--- config.mk ---
export PLATFORM = sky130hd
export DESIGN_NAME = tmrc_control
export DESIGN_NICKNAME = d
export VERILOG_FILES = /design/src/pkg/tmrc_pkg.sv /design/src/rtl/tmrc_control.sv /design/src/rtl/tmrc_prescale.sv
export SDC_FILE = /design/constraint.sdc
export NUM_CORES = 1
export LEC_CHECK = 0
export BUFFER_PORTS_ARGS = -buffer_cell sky130_fd_sc_hd__buf_2
export CORE_ASPECT_RATIO = 0.5
export CORE_MARGIN = 3
export CORE_UTILIZATION = 40
export CTS_CLUSTER_SIZE = 12
export DETAILED_ROUTE_END_ITERATION = 7
export GPL_TIMING_DRIVEN = 0
export SKIP_LAST_GASP = 1
export SLEW_MARGIN = 20
export SYNTH_ARGS = -nofsm -noshare
export SYNTH_HDL_FRONTEND = slang
export SYNTH_SLANG_ARGS = --single-unit
--- constraint.sdc ---
create_clock -name i_mclk -period 2.2 [get_ports i_mclk]
set_input_delay 0.22 -clock i_mclk [delete_from_list [all_inputs] [get_ports i_mclk]]
set_output_delay 0.22 -clock i_mclk [all_outputs]
set_load 0.005 [all_outputs]
--- src/pkg/tmrc_pkg.sv ---
// Package for the timer one control register block
package tmrc_pkg;
  localparam int          ADDR_W        = 4;
  localparam logic [3:0]  REG_CTRL      = 4'h0;
  localparam logic [15:0] CTRL_RESET    = 16'h0000;
  localparam logic [15:0] CTRL_WMASK    = 16'hA376;
  // Field positions in the control word
  localparam int          BIT_RUN       = 15;
  localparam int          BIT_IDLE_HALT = 13;
  localparam int          BIT_EXT_SRC   = 8;
  localparam int          BIT_GATE      = 6;
  localparam int          BIT_PRESC     = 4;
  localparam int          BIT_SYNC      = 2;
  localparam int          BIT_TCS       = 1;
  // Prescaler terminal counts: divide by 1, 8, 64, 256
  localparam logic [7:0]  PRESC_TC_1    = 8'h00;
  localparam logic [7:0]  PRESC_TC_8    = 8'h07;
  localparam logic [7:0]  PRESC_TC_64   = 8'h3F;
  localparam logic [7:0]  PRESC_TC_256  = 8'hFF;

  typedef enum logic [1:0] {
    TMRC_SRC_EXT  = 2'b00,
    TMRC_SRC_SECONDARY_OSC_CLOCK = 2'b01,
    TMRC_SRC_LOW_POWER_RC_CLOCK = 2'b10,
    TMRC_SRC_RSVD = 2'b11
  } tmrc_src_t;

  typedef enum logic [1:0] {
    TMRC_DIV_1   = 2'b00,
    TMRC_DIV_8   = 2'b01,
    TMRC_DIV_64  = 2'b10,
    TMRC_DIV_256 = 2'b11
  } tmrc_div_t;

  typedef struct packed {
    logic      timer_run_enable;
    logic      idle_halt_select;
    tmrc_src_t extended_source_select;
    logic      gate_accumulate_enable;
    tmrc_div_t input_prescale_select;
    logic      external_sync_select;
    logic      count_source_select;
  } tmrc_ctrl_t;

  typedef struct packed {
    logic              wr;
    logic              rd;
    logic [ADDR_W-1:0] addr;
    logic [15:0]       wdata;
  } tmrc_bus_t;
endpackage

--- src/rtl/tmrc_control.sv ---
// Timer one control register, count source selection and gating
//
// Implementation choices: the register addresses and strobed register access.
`timescale 1ns/1ps
module tmrc_control (
  input  wire logic                        i_mclk,
  input  wire logic                        i_srst,
  input  wire logic [tmrc_pkg::ADDR_W-1:0] i_addr,
  input  wire logic [15:0]                 i_wdata,
  input  wire logic                        i_wr,
  input  wire logic                        i_rd,
  output logic      [15:0]                 o_rdata,
  input  wire logic                        i_idle_mode,
  input  wire logic                        i_external_count_input,
  input  wire logic                        i_secondary_osc_clock,
  input  wire logic                        i_low_power_rc_clock,
  output logic                             o_count_tick,
  output logic                             o_timer_active
);
  tmrc_pkg::tmrc_bus_t  bus;
  tmrc_pkg::tmrc_ctrl_t ctrl;
  tmrc_pkg::tmrc_ctrl_t next_ctrl;
  logic [15:0] ctrl_word;
  logic [15:0] next_rdata;
  // Pin synchronisers: index 0 pin input, 1 secondary osc, 2 RC osc
  logic [2:0]  pin_meta;
  logic [2:0]  pin_sync;
  logic [2:0]  pin_last;
  logic [2:0]  pin_rise;
  logic        half_rate;
  logic        ext_edge;
  logic        ext_edge_q;
  logic        raw_tick;
  logic        run_ok;
  logic        next_active;

  assign bus = '{wr: i_wr, rd: i_rd, addr: i_addr, wdata: i_wdata};

  always_comb begin
    ctrl_word = 16'h0000;
    ctrl_word[tmrc_pkg::BIT_RUN]                    = ctrl.timer_run_enable;
    ctrl_word[tmrc_pkg::BIT_IDLE_HALT]              = ctrl.idle_halt_select;
    ctrl_word[tmrc_pkg::BIT_EXT_SRC+1:tmrc_pkg::BIT_EXT_SRC] = ctrl.extended_source_select;
    ctrl_word[tmrc_pkg::BIT_GATE]                   = ctrl.gate_accumulate_enable;
    ctrl_word[tmrc_pkg::BIT_PRESC+1:tmrc_pkg::BIT_PRESC]     = ctrl.input_prescale_select;
    ctrl_word[tmrc_pkg::BIT_SYNC]                   = ctrl.external_sync_select;
    ctrl_word[tmrc_pkg::BIT_TCS]                    = ctrl.count_source_select;
  end

  // Register write and read-back
  always_comb begin
    next_ctrl  = ctrl;
    next_rdata = 16'h0000;
    if (bus.wr && bus.addr == tmrc_pkg::REG_CTRL) begin
      next_ctrl.timer_run_enable       = bus.wdata[tmrc_pkg::BIT_RUN];
      next_ctrl.idle_halt_select       = bus.wdata[tmrc_pkg::BIT_IDLE_HALT];
      next_ctrl.extended_source_select =
        tmrc_pkg::tmrc_src_t'(bus.wdata[tmrc_pkg::BIT_EXT_SRC+1:tmrc_pkg::BIT_EXT_SRC]);
      next_ctrl.gate_accumulate_enable = bus.wdata[tmrc_pkg::BIT_GATE];
      next_ctrl.input_prescale_select  =
        tmrc_pkg::tmrc_div_t'(bus.wdata[tmrc_pkg::BIT_PRESC+1:tmrc_pkg::BIT_PRESC]);
      next_ctrl.external_sync_select   = bus.wdata[tmrc_pkg::BIT_SYNC];
      next_ctrl.count_source_select    = bus.wdata[tmrc_pkg::BIT_TCS];
    end
    if (bus.rd && bus.addr == tmrc_pkg::REG_CTRL) begin
      next_rdata = ctrl_word & tmrc_pkg::CTRL_WMASK;
    end
  end

  always_ff @(posedge i_mclk) begin
    if (i_srst) begin
      ctrl    <= tmrc_pkg::tmrc_ctrl_t'(9'h000);
      o_rdata <= 16'h0000;
    end else begin
      ctrl    <= next_ctrl;
      o_rdata <= next_rdata;
    end
  end

  // Source selection and gating
  always_comb begin
    pin_rise = pin_sync & ~pin_last;
    run_ok   = ctrl.timer_run_enable && !(i_idle_mode && ctrl.idle_halt_select);
    unique case (ctrl.extended_source_select)
      tmrc_pkg::TMRC_SRC_EXT:  ext_edge = pin_rise[0];
      tmrc_pkg::TMRC_SRC_SECONDARY_OSC_CLOCK: ext_edge = pin_rise[1];
      tmrc_pkg::TMRC_SRC_LOW_POWER_RC_CLOCK: ext_edge = pin_rise[2];
      tmrc_pkg::TMRC_SRC_RSVD: ext_edge = 1'b0;
    endcase
    if (!ctrl.count_source_select) begin
      // Gated accumulation counts half-rate ticks while the pin is high
      raw_tick = half_rate && (!ctrl.gate_accumulate_enable || pin_sync[0]);
    end else if (ctrl.external_sync_select) begin
      // Resynchronised edge lands one cycle later, on a fresh clock edge
      raw_tick = ext_edge_q;
    end else begin
      raw_tick = ext_edge;
    end
    next_active = run_ok;
  end

  always_ff @(posedge i_mclk) begin
    if (i_srst) begin
      pin_meta       <= 3'h0;
      pin_sync       <= 3'h0;
      pin_last       <= 3'h0;
      half_rate      <= 1'b0;
      ext_edge_q     <= 1'b0;
      o_timer_active <= 1'b0;
    end else begin
      pin_meta       <= {i_low_power_rc_clock, i_secondary_osc_clock, i_external_count_input};
      pin_sync       <= pin_meta;
      pin_last       <= pin_sync;
      half_rate      <= !half_rate;
      ext_edge_q     <= ext_edge;
      o_timer_active <= next_active;
    end
  end

  tmrc_prescale u_prescale (
    .i_mclk  (i_mclk),
    .i_srst  (i_srst),
    .i_clear (!run_ok),
    .i_tick  (raw_tick && run_ok),
    .i_sel   (ctrl.input_prescale_select),
    .o_tick  (o_count_tick)
  );
endmodule // tmrc_control

--- src/rtl/tmrc_prescale.sv ---
// Input clock prescaler for the timer count source
`timescale 1ns/1ps
module tmrc_prescale (
  input  wire logic             i_mclk,
  input  wire logic             i_srst,
  input  wire logic             i_clear,
  input  wire logic             i_tick,
  input  wire tmrc_pkg::tmrc_div_t i_sel,
  output logic                  o_tick
);
  logic [7:0] count;
  logic [7:0] next_count;
  logic       next_tick;
  logic [7:0] term;

  always_comb begin
    unique case (i_sel)
      tmrc_pkg::TMRC_DIV_1:   term = tmrc_pkg::PRESC_TC_1;
      tmrc_pkg::TMRC_DIV_8:   term = tmrc_pkg::PRESC_TC_8;
      tmrc_pkg::TMRC_DIV_64:  term = tmrc_pkg::PRESC_TC_64;
      tmrc_pkg::TMRC_DIV_256: term = tmrc_pkg::PRESC_TC_256;
    endcase
    next_count = count;
    next_tick  = 1'b0;
    if (i_clear) begin
      next_count = 8'h00;
    end else if (i_tick) begin
      if (count >= term) begin
        next_count = 8'h00;
        next_tick  = 1'b1;
      end else begin
        next_count = count + 8'h01;
      end
    end
  end

  always_ff @(posedge i_mclk) begin
    if (i_srst) begin
      count  <= 8'h00;
      o_tick <= 1'b0;
    end else begin
      count  <= next_count;
      o_tick <= next_tick;
    end
  end
endmodule // tmrc_prescale

# After elaboration in Yosys (flattened, before gate mapping)
# Index checks and enable logic that the tools add are counted.
# classes
bitwise_logic,5
eq_ne,6
n_reduce_logical,16
n_lt_le_gt_ge,1
addsub,1
n_mux,6
# ops
cell,count
one-hot mux 8 bit (4 select lines),1
adder 8 x 1 -> 8 bit (second input constant),1
== test 2 bit (second input constant),4
>= comparator 8 bit,1
2-to-1 mux 8 bit,1
logical AND 1 bit,6
== test 2 x 1 -> 1 bit (second input constant),2
logical NOT 2 bit,2
logical NOT 4 bit,1
one-hot mux 1 bit (4 select lines),1
OR reduction 2 bit,2
bitwise AND 3 bit,1
logical NOT 1 bit,3
2-to-1 mux 1 bit,3
inverter 1 bit,3
inverter 3 bit,1
OR reduction 3 bit,1
logical OR 1 bit,1
# totals
input_bits,28
reg_bits,46

# Depth between registers and ports, before layout
# Gate-level depths: netlist of run 1.
# logic_depth
ltp_word,8
depth_mapped,8

# Modules after synthesis
# From an unflattened synthesis of run 1, not the netlist that was laid out.
# unflattened
cells_unflattened,168
hier_area_um2,1650.3
# by_module_without_submodules
module,cells_each,area_per_inst_um2,instances
tmrc_control,98,1026.0,1
tmrc_prescale,70,624.3,1

# Worst setup path after synthesis of run 1
# OpenSTA, ideal clock, no wires.
# synth_timing
path_type,flip-flop to flip-flop
startpoint,reg ctrl[3] in the netlist's numbering
endpoint,reg u_prescale.count[7]
stages_incl_launch_ff,8
setup_slack_ns,0.271
required_ns,2.079
arrival_time_ns,1.808
path_cell_list,dfxtp_1 -> nand2_1 -> ha_1 -> nand3_1 -> or4_4 -> buf_6 -> a32oi_1 -> o22ai_1
# synth_via
elab_chain_len,4
# synth_rtl
item,line_no,source
start: declaration,tmrc_control.sv:21,tmrc_pkg::tmrc_ctrl_t ctrl;
start signal: assignment,tmrc_control.sv:72,ctrl <= tmrc_pkg::tmrc_ctrl_t'(9'h000);
start signal: assignment,tmrc_control.sv:75,ctrl <= next_ctrl;
== test 2 bit (tied with other cells),tmrc_prescale.sv:17,unique case (i_sel)
one-hot mux 8 bit (4 select lines) *,tmrc_prescale.sv:17,
>= comparator 8 bit *,tmrc_prescale.sv:28,if (count >= term) begin
2-to-1 mux 8 bit *,tmrc_prescale.sv:28,
end signal: assignment,tmrc_prescale.sv:42,count <= next_count;
end: declaration,tmrc_prescale.sv:11,logic [7:0] count;
# Every way passes the cells marked *; elsewhere a longest branch is shown, timed or not.
# A chain may end at the register's enable or synchronous reset.

# Worst setup path after layout of run 1
# layout_timing
startpoint,reg ctrl[3] in the netlist's numbering
endpoint,reg u_prescale.count[4]
# The elaborated chain is that of the path after synthesis.

==> qor.yml, run 1 <==
finish:
  final_nets: 247
  final_cell_area_um2: 2040
  syn_to_final_growth_pct: 21.5
  multi_input_area_um2: 797
  final_layout_size_suffix_gt1_share_pct: 28.2
  num_antenna_cells: 0
  seq_area_um2: 783
  n_fill_cell: 355
  fin_cells: 264
drt:
  drt_pass1_iterations: 4
  wl_per_cell_um: 11.9
  drc_errors: 0
  drtIter0Drc: 11
  vias_per_cell: 4.78
  vias: 1262
  drtAntennaViolNets: 0
  drt-total-wl_um: 3150
power_and_ir_drop:
  p_sw_w: 0.000311
  p_int_w: 0.00110
  power.density_nw_per_um2: 691
  seqPwrFrac_pct: 51.1
  p_leak_nw: 0.943
  clkPwrFrac_pct: 43.7
  ir_drop_mv: 0.366
  swShare_pct: 22.0
  combPwrFrac_pct: 5.2
logic_synthesis:
  ys_ff_latch: 39
  synth_cells: 168
  synth_top_family_by_area: "simple AND/OR/NAND/NOR gates"
  synth_cell_type_count: 40
  yosysSeqAreaShare_pct: 46.5
  avgSynthCellArea_um2: 9.99
  yosys.area_share.simple_pct: 23.0
  synth-xor-area-share_pct: 0
  syn_area_um2: 1680
  ys.flop_type: "dfxtp_1"
  synth-compound-area-share_pct: 10.5
  synth-async-reset-ratio_pct: 0
  yosys-mux-area-fraction_pct: 7.15
  synth-adder-area-share_pct: 5.22
  yosys_warnings: 0
  synth_edf_count: 0
clock_tree:
  cts_tree: "done"
  cts_buffer_depth: 2
  numClockSinks: 39
  cts_buffers: 5
  clock_latency_ps: 300
  h-tree-depth: 2
  hold_buffers: 0
  path_clk_slew_ps: 80
  cts_root_buf: "clkbuf_8"
sta:
  min_period_ps: 2000
  setup_tns_ps: 0
  slew_headroom_pct: 62.5
  fmaxAchievable_mhz: 500
  report.final.slew_viol_count: 0
  tightest_slew_ps: 563
  skew_ps: 7.67
  post-route-period-util_pct: 90.8
  finalHoldViolCount: 0
  rsz0062_at_grt: "false"
  setup_violations: 0
global_routing:
  grtUsageTotal_pct: 14.1
  grt_max_degree: 15
  grt_pass1_wl_um: 5550
  grt_antenna_before_repair: 0
  overflow: 0
  grt_pass1_vias: 1248
setup_path:
  critPathKind: "reg -> reg"
  cp-end-kind: "flop"
  cp_max_fo: 10
  rr_worst_depth: 7
  rr_endpoint: "u_prescale.count[4]$_SDFFE_PP0P_"
  cp.arrival_ps: 2190
  worst_ep_required_time_ps: 2390
  path_cells: "nand2_1 > ha_1 > nand3_1 > or4_4 > buf_6 > a32oi_1 > mux2i_1"
  worst_path_max_delay_cell: "or4_4"
  r2r_start: "ctrl[3]$_SDFFE_PP0P_"
  slowest_delay_ps: 570
  rrSetupSlack_ps: 200
  start_kind: "flop"
place:
  portBuffers: 31
  dp_cells: 256
  hpwl_um: 2300
  placed_cell_area_um2: 1920
  place_congestion: 0.851
hold_path:
  holdPathStages: 2
  hold_start: "i_srst"
  hp-class: "in -> reg"
  min_to: "pin_last[0]$_SDFF_PP0_"
floorplanning:
  fp.coreArea_um2: 3720
  ios: 46
  die_w_um: 97.6
  initial_core_util_pct: 45.2
  num_rows: 15
  dieArea_um2: 5060
  chipHeight_um: 51.8
run_status:
  status: "complete, no violations"
run:
  cap_violations: 0
-- flip-flops by register name, summed over array words and instances (netlist names) --
name,cells
ctrl,9
half_rate,1
pin_sync,3
u_prescale.count,8
o_timer_active,1
ext_edge_q,1
u_prescale.o_tick,1
o_rdata,9
pin_meta,3
pin_last,3
-- power groups by stage --
stage / clock network (W) / registers [W] / logic (W)
floorplan: 0 / 0.000736 / 0.0000477
global placement: 0 / 0.000737 / 0.0000729
detailed placement: 0 / 0.000737 / 0.0000733
CTS: 0.000636 / 0.000721 / 0.0000734
global route: 0.000663 / 0.000722 / 0.0000830
finish: 0.000615 / 0.000721 / 0.0000733
-- cells in the mapped netlist, drive strengths merged (3+ instances only) --
library cell   n  area share (%)
buf           11             5.1
nor2b          9             3.4
dfxtp         39              46
clkbuf         3            0.67
o21ai          5             1.5
and2           9             3.4
nor2          14             3.6
mux2i         12             7.2
a21oi          4             1.2
inv            7             1.6
and3           3             1.1
nand2          4            0.89
ha             7             5.2
nand3          9             3.0
nand4          6             2.2
a32oi          6             3.1
-- how the worst max path moves through the flow --
stage	end	from	slack [ps]	cells past startpoint
after floorplan	u_prescale.count[7]$_SDFFE_PP0P_	ctrl[3]$_SDFFE_PP0P_	270	7
after global placement	u_prescale.count[7]$_SDFFE_PP0P_	ctrl[3]$_SDFFE_PP0P_	120	7
after detailed placement	u_prescale.count[4]$_SDFFE_PP0P_	ctrl[3]$_SDFFE_PP0P_	110	7
after CTS	u_prescale.count[7]$_SDFFE_PP0P_	ctrl[3]$_SDFFE_PP0P_	100	7
after global routing	u_prescale.count[4]$_SDFFE_PP0P_	ctrl[3]$_SDFFE_PP0P_	30	7
final	u_prescale.count[4]$_SDFFE_PP0P_	ctrl[3]$_SDFFE_PP0P_	200	7
-- cell type report --
cell class / instances / share of cell area [%]
flip-flops and latches: 39 / 38.4
clock buffers: 5 / 3.37
multi-input cells: 114 / 39.1
clock inverters: 3 / 2.33
inverters: 7 / 1.29
repair buffers: 31 / 7.61
well taps: 51 / 3.13
plain buffers: 14 / 4.79
-- cells in the final DEF, fill, tap and decap left out, drive strengths merged, types with 2 or more instances in the layout --
cell and n:
buf 42, dfxtp 39, nor2 14, mux2i 12
nor2b 9, nand3 9, and2 9, inv 8
clkbuf 8, ha 7, conb 7, a32oi 6
nand4 6, o21ai 5, nand2 4, a21oi 4
and3 3, a211oi 2, and4bb 2
-- worst max-delay path: cells and delay by family (launching register included) --
family | cells | cell delay, ps
flip-flops | 1 | 390
adder cells (fa/ha/maj) | 1 | 300
AO/OA/AOI/OAI | 1 | 170
buffers and inverters | 1 | 170
AND/OR/NAND/NOR | 3 | 780
multiplexers | 1 | 90
-- logic make-up (layout without fill, tap and decap cells) --
family / count (synthesis) / in the layout
AOI/OAI and AO/OA: 24 / 24
adders and majority gates: 7 / 7
buffers and inverters: 21 / 60
DFF: 39 / 39
muxes: 12 / 12
other: 1 / 7
and+or+nand+nor: 64 / 64
-- metal layers --
metal	share of wire, %	GRT usage, %	vias up
li1	-	-	669
met1	51	17.1	561
met2	42	22.7	27
met3	5.7	4.82	5
met4	1.7	6.90	0
met5	0	0	-
-- metrics by stage --
step	hold WS, ps	setup slack, ps	utilization, %	power, W
2_1_floorplan	292	271	-	0.000784
3_3_place_gp	405	122	51.7	0.000810
3_5_place_dp	403	111	51.7	0.000811
4_1_cts	113	105	54.8	0.00143
5_1_grt	131	27.8	54.9	0.00147
6_report	118	202	54.9	0.00141
-- repair_timing --
item | 4_1_cts | 5_1_grt
setup buffers | 0 | 0
gates resized for setup | 0 | 2
endpoints found under the setup margin | 0 | 4
No activity file was read; power rests on OpenSTA's default activity.
==> run 2: changes to the inputs <==
CORE_UTILIZATION = 51   (was 40)
HOLD_SLACK_MARGIN = 0.03   (was unset)
PLACE_DENSITY = 0.78   (was unset)
==> qor.yml, run 2 (synthesis results as in run 1) <==
run_status:
  status: "complete, no violations"
sta:
  tightest_slew_ps: 560
  report.final.slew_viol_count: 0
  finalHoldViolCount: 0
  slew_headroom_pct: 62.7
  post-route-period-util_pct: 92.3
  min_period_ps: 2030
  skew_ps: 6.49
  rsz0062_at_grt: "false"
  setup_violations: 0
  hold_ws_ps: 127
  fmaxAchievable_mhz: 492
  setup_tns_ps: 0
floorplanning:
  die_w_um: 87.1
  ios: 46
  fp.coreArea_um2: 3070
  chipHeight_um: 46.6
  num_rows: 14
  dieArea_um2: 4060
  initial_core_util_pct: 54.8
global_routing:
  grt_max_degree: 14
  grt_antenna_before_repair: 0
  grtUsageTotal_pct: 16.5
  grt_pass1_vias: 1213
  grt_pass1_wl_um: 5180
  overflow: 0
finish:
  final_nets: 247
  final_layout_size_suffix_gt1_share_pct: 28.2
  syn_to_final_growth_pct: 19.6
  num_antenna_cells: 0
  final_common_cell: "dfxtp_1"
  top_regs: "ctrl (9), o_rdata (9), u_prescale.count (8)"
  final_core_util_pct: 65.5
  final_cell_mix: "dfxtp_1 (37), buf_2 (31), nor2_1 (13)"
setup_path:
  start_kind: "flop"
  rr_worst_depth: 7
  cp_max_fo: 10
  worst_ep_required_time_ps: 2370
  critPathKind: "reg -> reg"
  cp.arrival_ps: 2200
  cp-end-kind: "flop"
place:
  hpwl_um: 2270
  place_congestion: 0.837
  portBuffers: 31
power_and_ir_drop:
  power.density_nw_per_um2: 650
  ir_drop_mv: 0.393
  p_leak_nw: 0.932
clock_tree:
  hold_buffers: 0
  cts_buffer_depth: 2
  numClockSinks: 39
  cts_resized: 0
  postCtsSetupBuffers: 0
  path_clk_slew_ps: 80
  h-tree-depth: 2
  clock_latency_ps: 290
  cts_buffers: 5
  cts_root_buf: "clkbuf_8"
  cts_tree: "done"
hold_path:
  hp-class: "in -> reg"
  holdPathStages: 2
drt:
  wl_per_cell_um: 12.7
  drtIter0Drc: 36
  vias_per_cell: 5.19
  drtAntennaViolNets: 0
  drt-total-wl_um: 3200
  vias: 1313
  drc_errors: 0
  drt_pass1_iterations: 4
run:
  cap_violations: 0
-- run 2: worst paths after layout --
kind                                            from                                to  slack [ps]
worst max-delay path            ctrl[3]$_SDFFE_PP0P_  u_prescale.count[7]$_SDFFE_PP0P_         170
worst max register to register  ctrl[3]$_SDFFE_PP0P_  u_prescale.count[7]$_SDFFE_PP0P_         170
worst min register to register  half_rate$_SDFF_PP0_              half_rate$_SDFF_PP0_         420
worst min-delay path                          i_srst            pin_last[0]$_SDFF_PP0_         130
-- run 2: area by class of cell --
cell class	instances	area [µm²]
Timing Repair Buffer	31	155
Inverter	7	26.3
Clock buffer	6	82.6
Fill cell	235	1060
Clock inverter	2	16.3
Multi-Input combinational cell	114	797
Tap cell	40	50.0
Sequential cell	39	783
Buffer	14	97.6
-- run 2: metrics by stage --
stage / total power, W / instance area, µm² / std cells / setup slack [ps]
after floorplan: 0.000784 / 1700 / 174 / 271
after global placement: 0.000809 / 1910 / 245 / 142
after detailed placement: 0.000811 / 1910 / 245 / 104
after CTS: 0.00131 / 2010 / 253 / 90.0
after global routing: 0.00136 / 2010 / 253 / 51.7
final: 0.00131 / 2010 / 253 / 169
-- run 2: report_power, final --
group / leakage [nW] / switching, W / internal [W] / total [W]
Clock: 0.0474 / 0.000255 / 0.000256 / 0.000511
Sequential: 0.317 / 0.00000498 / 0.000716 / 0.000721
Combinational: 0.567 / 0.0000345 / 0.0000396 / 0.0000740
Total: 0.932 / 0.000295 / 0.00101 / 0.00131
-- run 2: worst max-delay path: stages (launching register included) --
cell and delay [ps]:
dfxtp_2 380, nand2_1 90, ha_1 300, nand3_1 130, or4_4 570, buf_6 170, a32oi_1 180, o22ai_1 100
-- run 2: metal layers --
metal | track usage (%) | vias up | part of all wire, %
li1 | - | 669 | -
met2 | 29.6 | 33 | 48
met1 | 19.6 | 608 | 47
met4 | 5.20 | 0 | 0.44
met3 | 4.82 | 3 | 4.4
met5 | 0 | - | 0
==> run 3: changes to the inputs <==
SETUP_SLACK_MARGIN = 0.15   (was unset)
TNS_END_PERCENT = 100   (was unset)
clock period = 2.28 ns   (was 2.2 ns; I/O delays follow)
==> qor.yml, run 3 (synthesis results as in run 1) <==
setup_path:
  cp_max_fo: 10
  worst_path_max_delay_cell: "or4_4"
  rr_worst_depth: 7
  cp.depth: 7
  critPathTopFamily: "simple AND/OR/NAND/NOR gates"
  cp.arrival_ps: 2200
  worst-path-buf-inv: 1
  start_kind: "flop"
  worst_ep_required_time_ps: 2450
  critPathKind: "reg -> reg"
  path_cells: "nand2_1 > ha_1 > nand3_1 > or4_4 > buf_6 > a32oi_1 > o22ai_1"
  slowest_delay_ps: 570
  cp-end-kind: "flop"
drt:
  drt_pass1_iterations: 4
  drtIter0Drc: 56
  drc_errors: 0
  vias: 1304
  drtAntennaViolNets: 0
  drt-total-wl_um: 3220
  wl_per_cell_um: 12.7
  vias_per_cell: 5.15
finish:
  syn_to_final_growth_pct: 19.7
  top_regs: "ctrl (9), o_rdata (9), u_prescale.count (8)"
  final_common_cell: "dfxtp_1"
  final_cell_mix: "dfxtp_1 (37), buf_2 (31), nor2_1 (13)"
  num_antenna_cells: 0
  fin_cells: 253
  final_layout_size_suffix_gt1_share_pct: 28.2
  final_nets: 247
sta:
  report.final.slew_viol_count: 0
  setup_violations: 0
  rsz0062_at_grt: "false"
  tightest_slew_ps: 576
  post-route-period-util_pct: 88.9
  min_period_ps: 2030
  slew_headroom_pct: 61.6
  fmaxAchievable_mhz: 493
  setup_tns_ps: 0
  finalHoldViolCount: 0
  skew_ps: 5.59
power_and_ir_drop:
  p_leak_nw: 0.932
  clkPwrFrac_pct: 39.2
  swShare_pct: 22.6
  ir_drop_mv: 0.379
  power.total_w: 0.00126
  p_sw_w: 0.000285
  power.density_nw_per_um2: 627
  p_int_w: 0.000975
  seqPwrFrac_pct: 55.1
  combPwrFrac_pct: 5.7
clock_tree:
  cts_resized: 0
  cts_buffers: 5
  cts_buffer_depth: 2
  numClockSinks: 39
  path_clk_slew_ps: 80
  hold_buffers: 0
  postCtsSetupBuffers: 0
  clock_latency_ps: 290
  cts_root_buf: "clkbuf_8"
  cts_tree: "done"
  h-tree-depth: 2
hold_path:
  hp-class: "in -> reg"
  holdPathStages: 2
place:
  portBuffers: 31
  place_congestion: 0.837
  hpwl_um: 2270
  dp_cells: 245
floorplanning:
  chipHeight_um: 46.6
  fp.coreArea_um2: 3070
  dieArea_um2: 4060
  num_rows: 14
  ios: 46
  die_w_um: 87.1
  initial_core_util_pct: 54.8
global_routing:
  grt_pass1_vias: 1213
  grt_pass1_wl_um: 5180
  overflow: 0
  grt_max_degree: 14
  grtUsageTotal_pct: 16.5
  grt_antenna_before_repair: 0
run:
  cap_violations: 0
run_status:
  status: "complete, no violations"
## run 3: cell types whose count changed in the layout (fill, tap and decap cells not counted)
| cell | delta |
|---|---|
| dfxtp_4 | +1 |
| dfxtp_2 | -1 |
## run 3: stage by stage
step                area [µm²]  hold WS, ps  setup WS [ps]  utilization, %
floorplan                 1700          300            351               -
global placement          1910          400            222            62.2
detailed placement        1910          410            184            62.2
CTS                       2010          133            170            65.4
global route              2010          138            145            65.6
finish                    2010          136            253            65.6
## run 3: area by class of cell
cell class	count	area (µm²)
repair buffers	31	155
clock buffers	6	82.6
clock inverters	2	16.3
inverters	7	26.3
plain buffers	14	97.6
multi-input cells	114	797
fillers	234	1050
flip-flops and latches	39	786
well taps	40	50.0
## run 3: final timing paths
path | from | endpoint | slack (ps)
setup / recovery | ctrl[2]$_SDFFE_PP0P_ | u_prescale.count[7]$_SDFFE_PP0P_ | 250
hold / removal | i_srst | pin_last[0]$_SDFF_PP0_ | 140
setup reg to reg | ctrl[2]$_SDFFE_PP0P_ | u_prescale.count[7]$_SDFFE_PP0P_ | 250
hold reg to reg | half_rate$_SDFF_PP0_ | half_rate$_SDFF_PP0_ | 420
## run 3: layer usage
layer / vias up / GRT usage [%] / share of wire [%]
met4: 0 / 5.20 / 0
met3: 0 / 4.82 / 5.1
li1: 668 / - / -
met1: 607 / 19.6 / 46
met2: 29 / 29.6 / 49
met5: - / 0 / 0
## run 3: power by group through the flow
| stage | registers [W] | clock network, W | logic (W) |
|---|---|---|---|
| floorplan | 0.000710 | 0 | 0.0000460 |
| global placement | 0.000711 | 0 | 0.0000692 |
| detailed placement | 0.000712 | 0 | 0.0000709 |
| CTS | 0.000696 | 0.000501 | 0.0000712 |
| global route | 0.000696 | 0.000534 | 0.0000795 |
| finish | 0.000695 | 0.000494 | 0.0000715 |
## run 3: worst reg2reg max path, delay by kind of cell, from the launching register on
kind | cells | cell delay [ps]
buffers and inverters | 1 | 170
AO/OA/AOI/OAI | 2 | 290
adder cells (fa/ha/maj) | 1 | 300
flip-flops | 1 | 370
AND/OR/NAND/NOR | 3 | 790
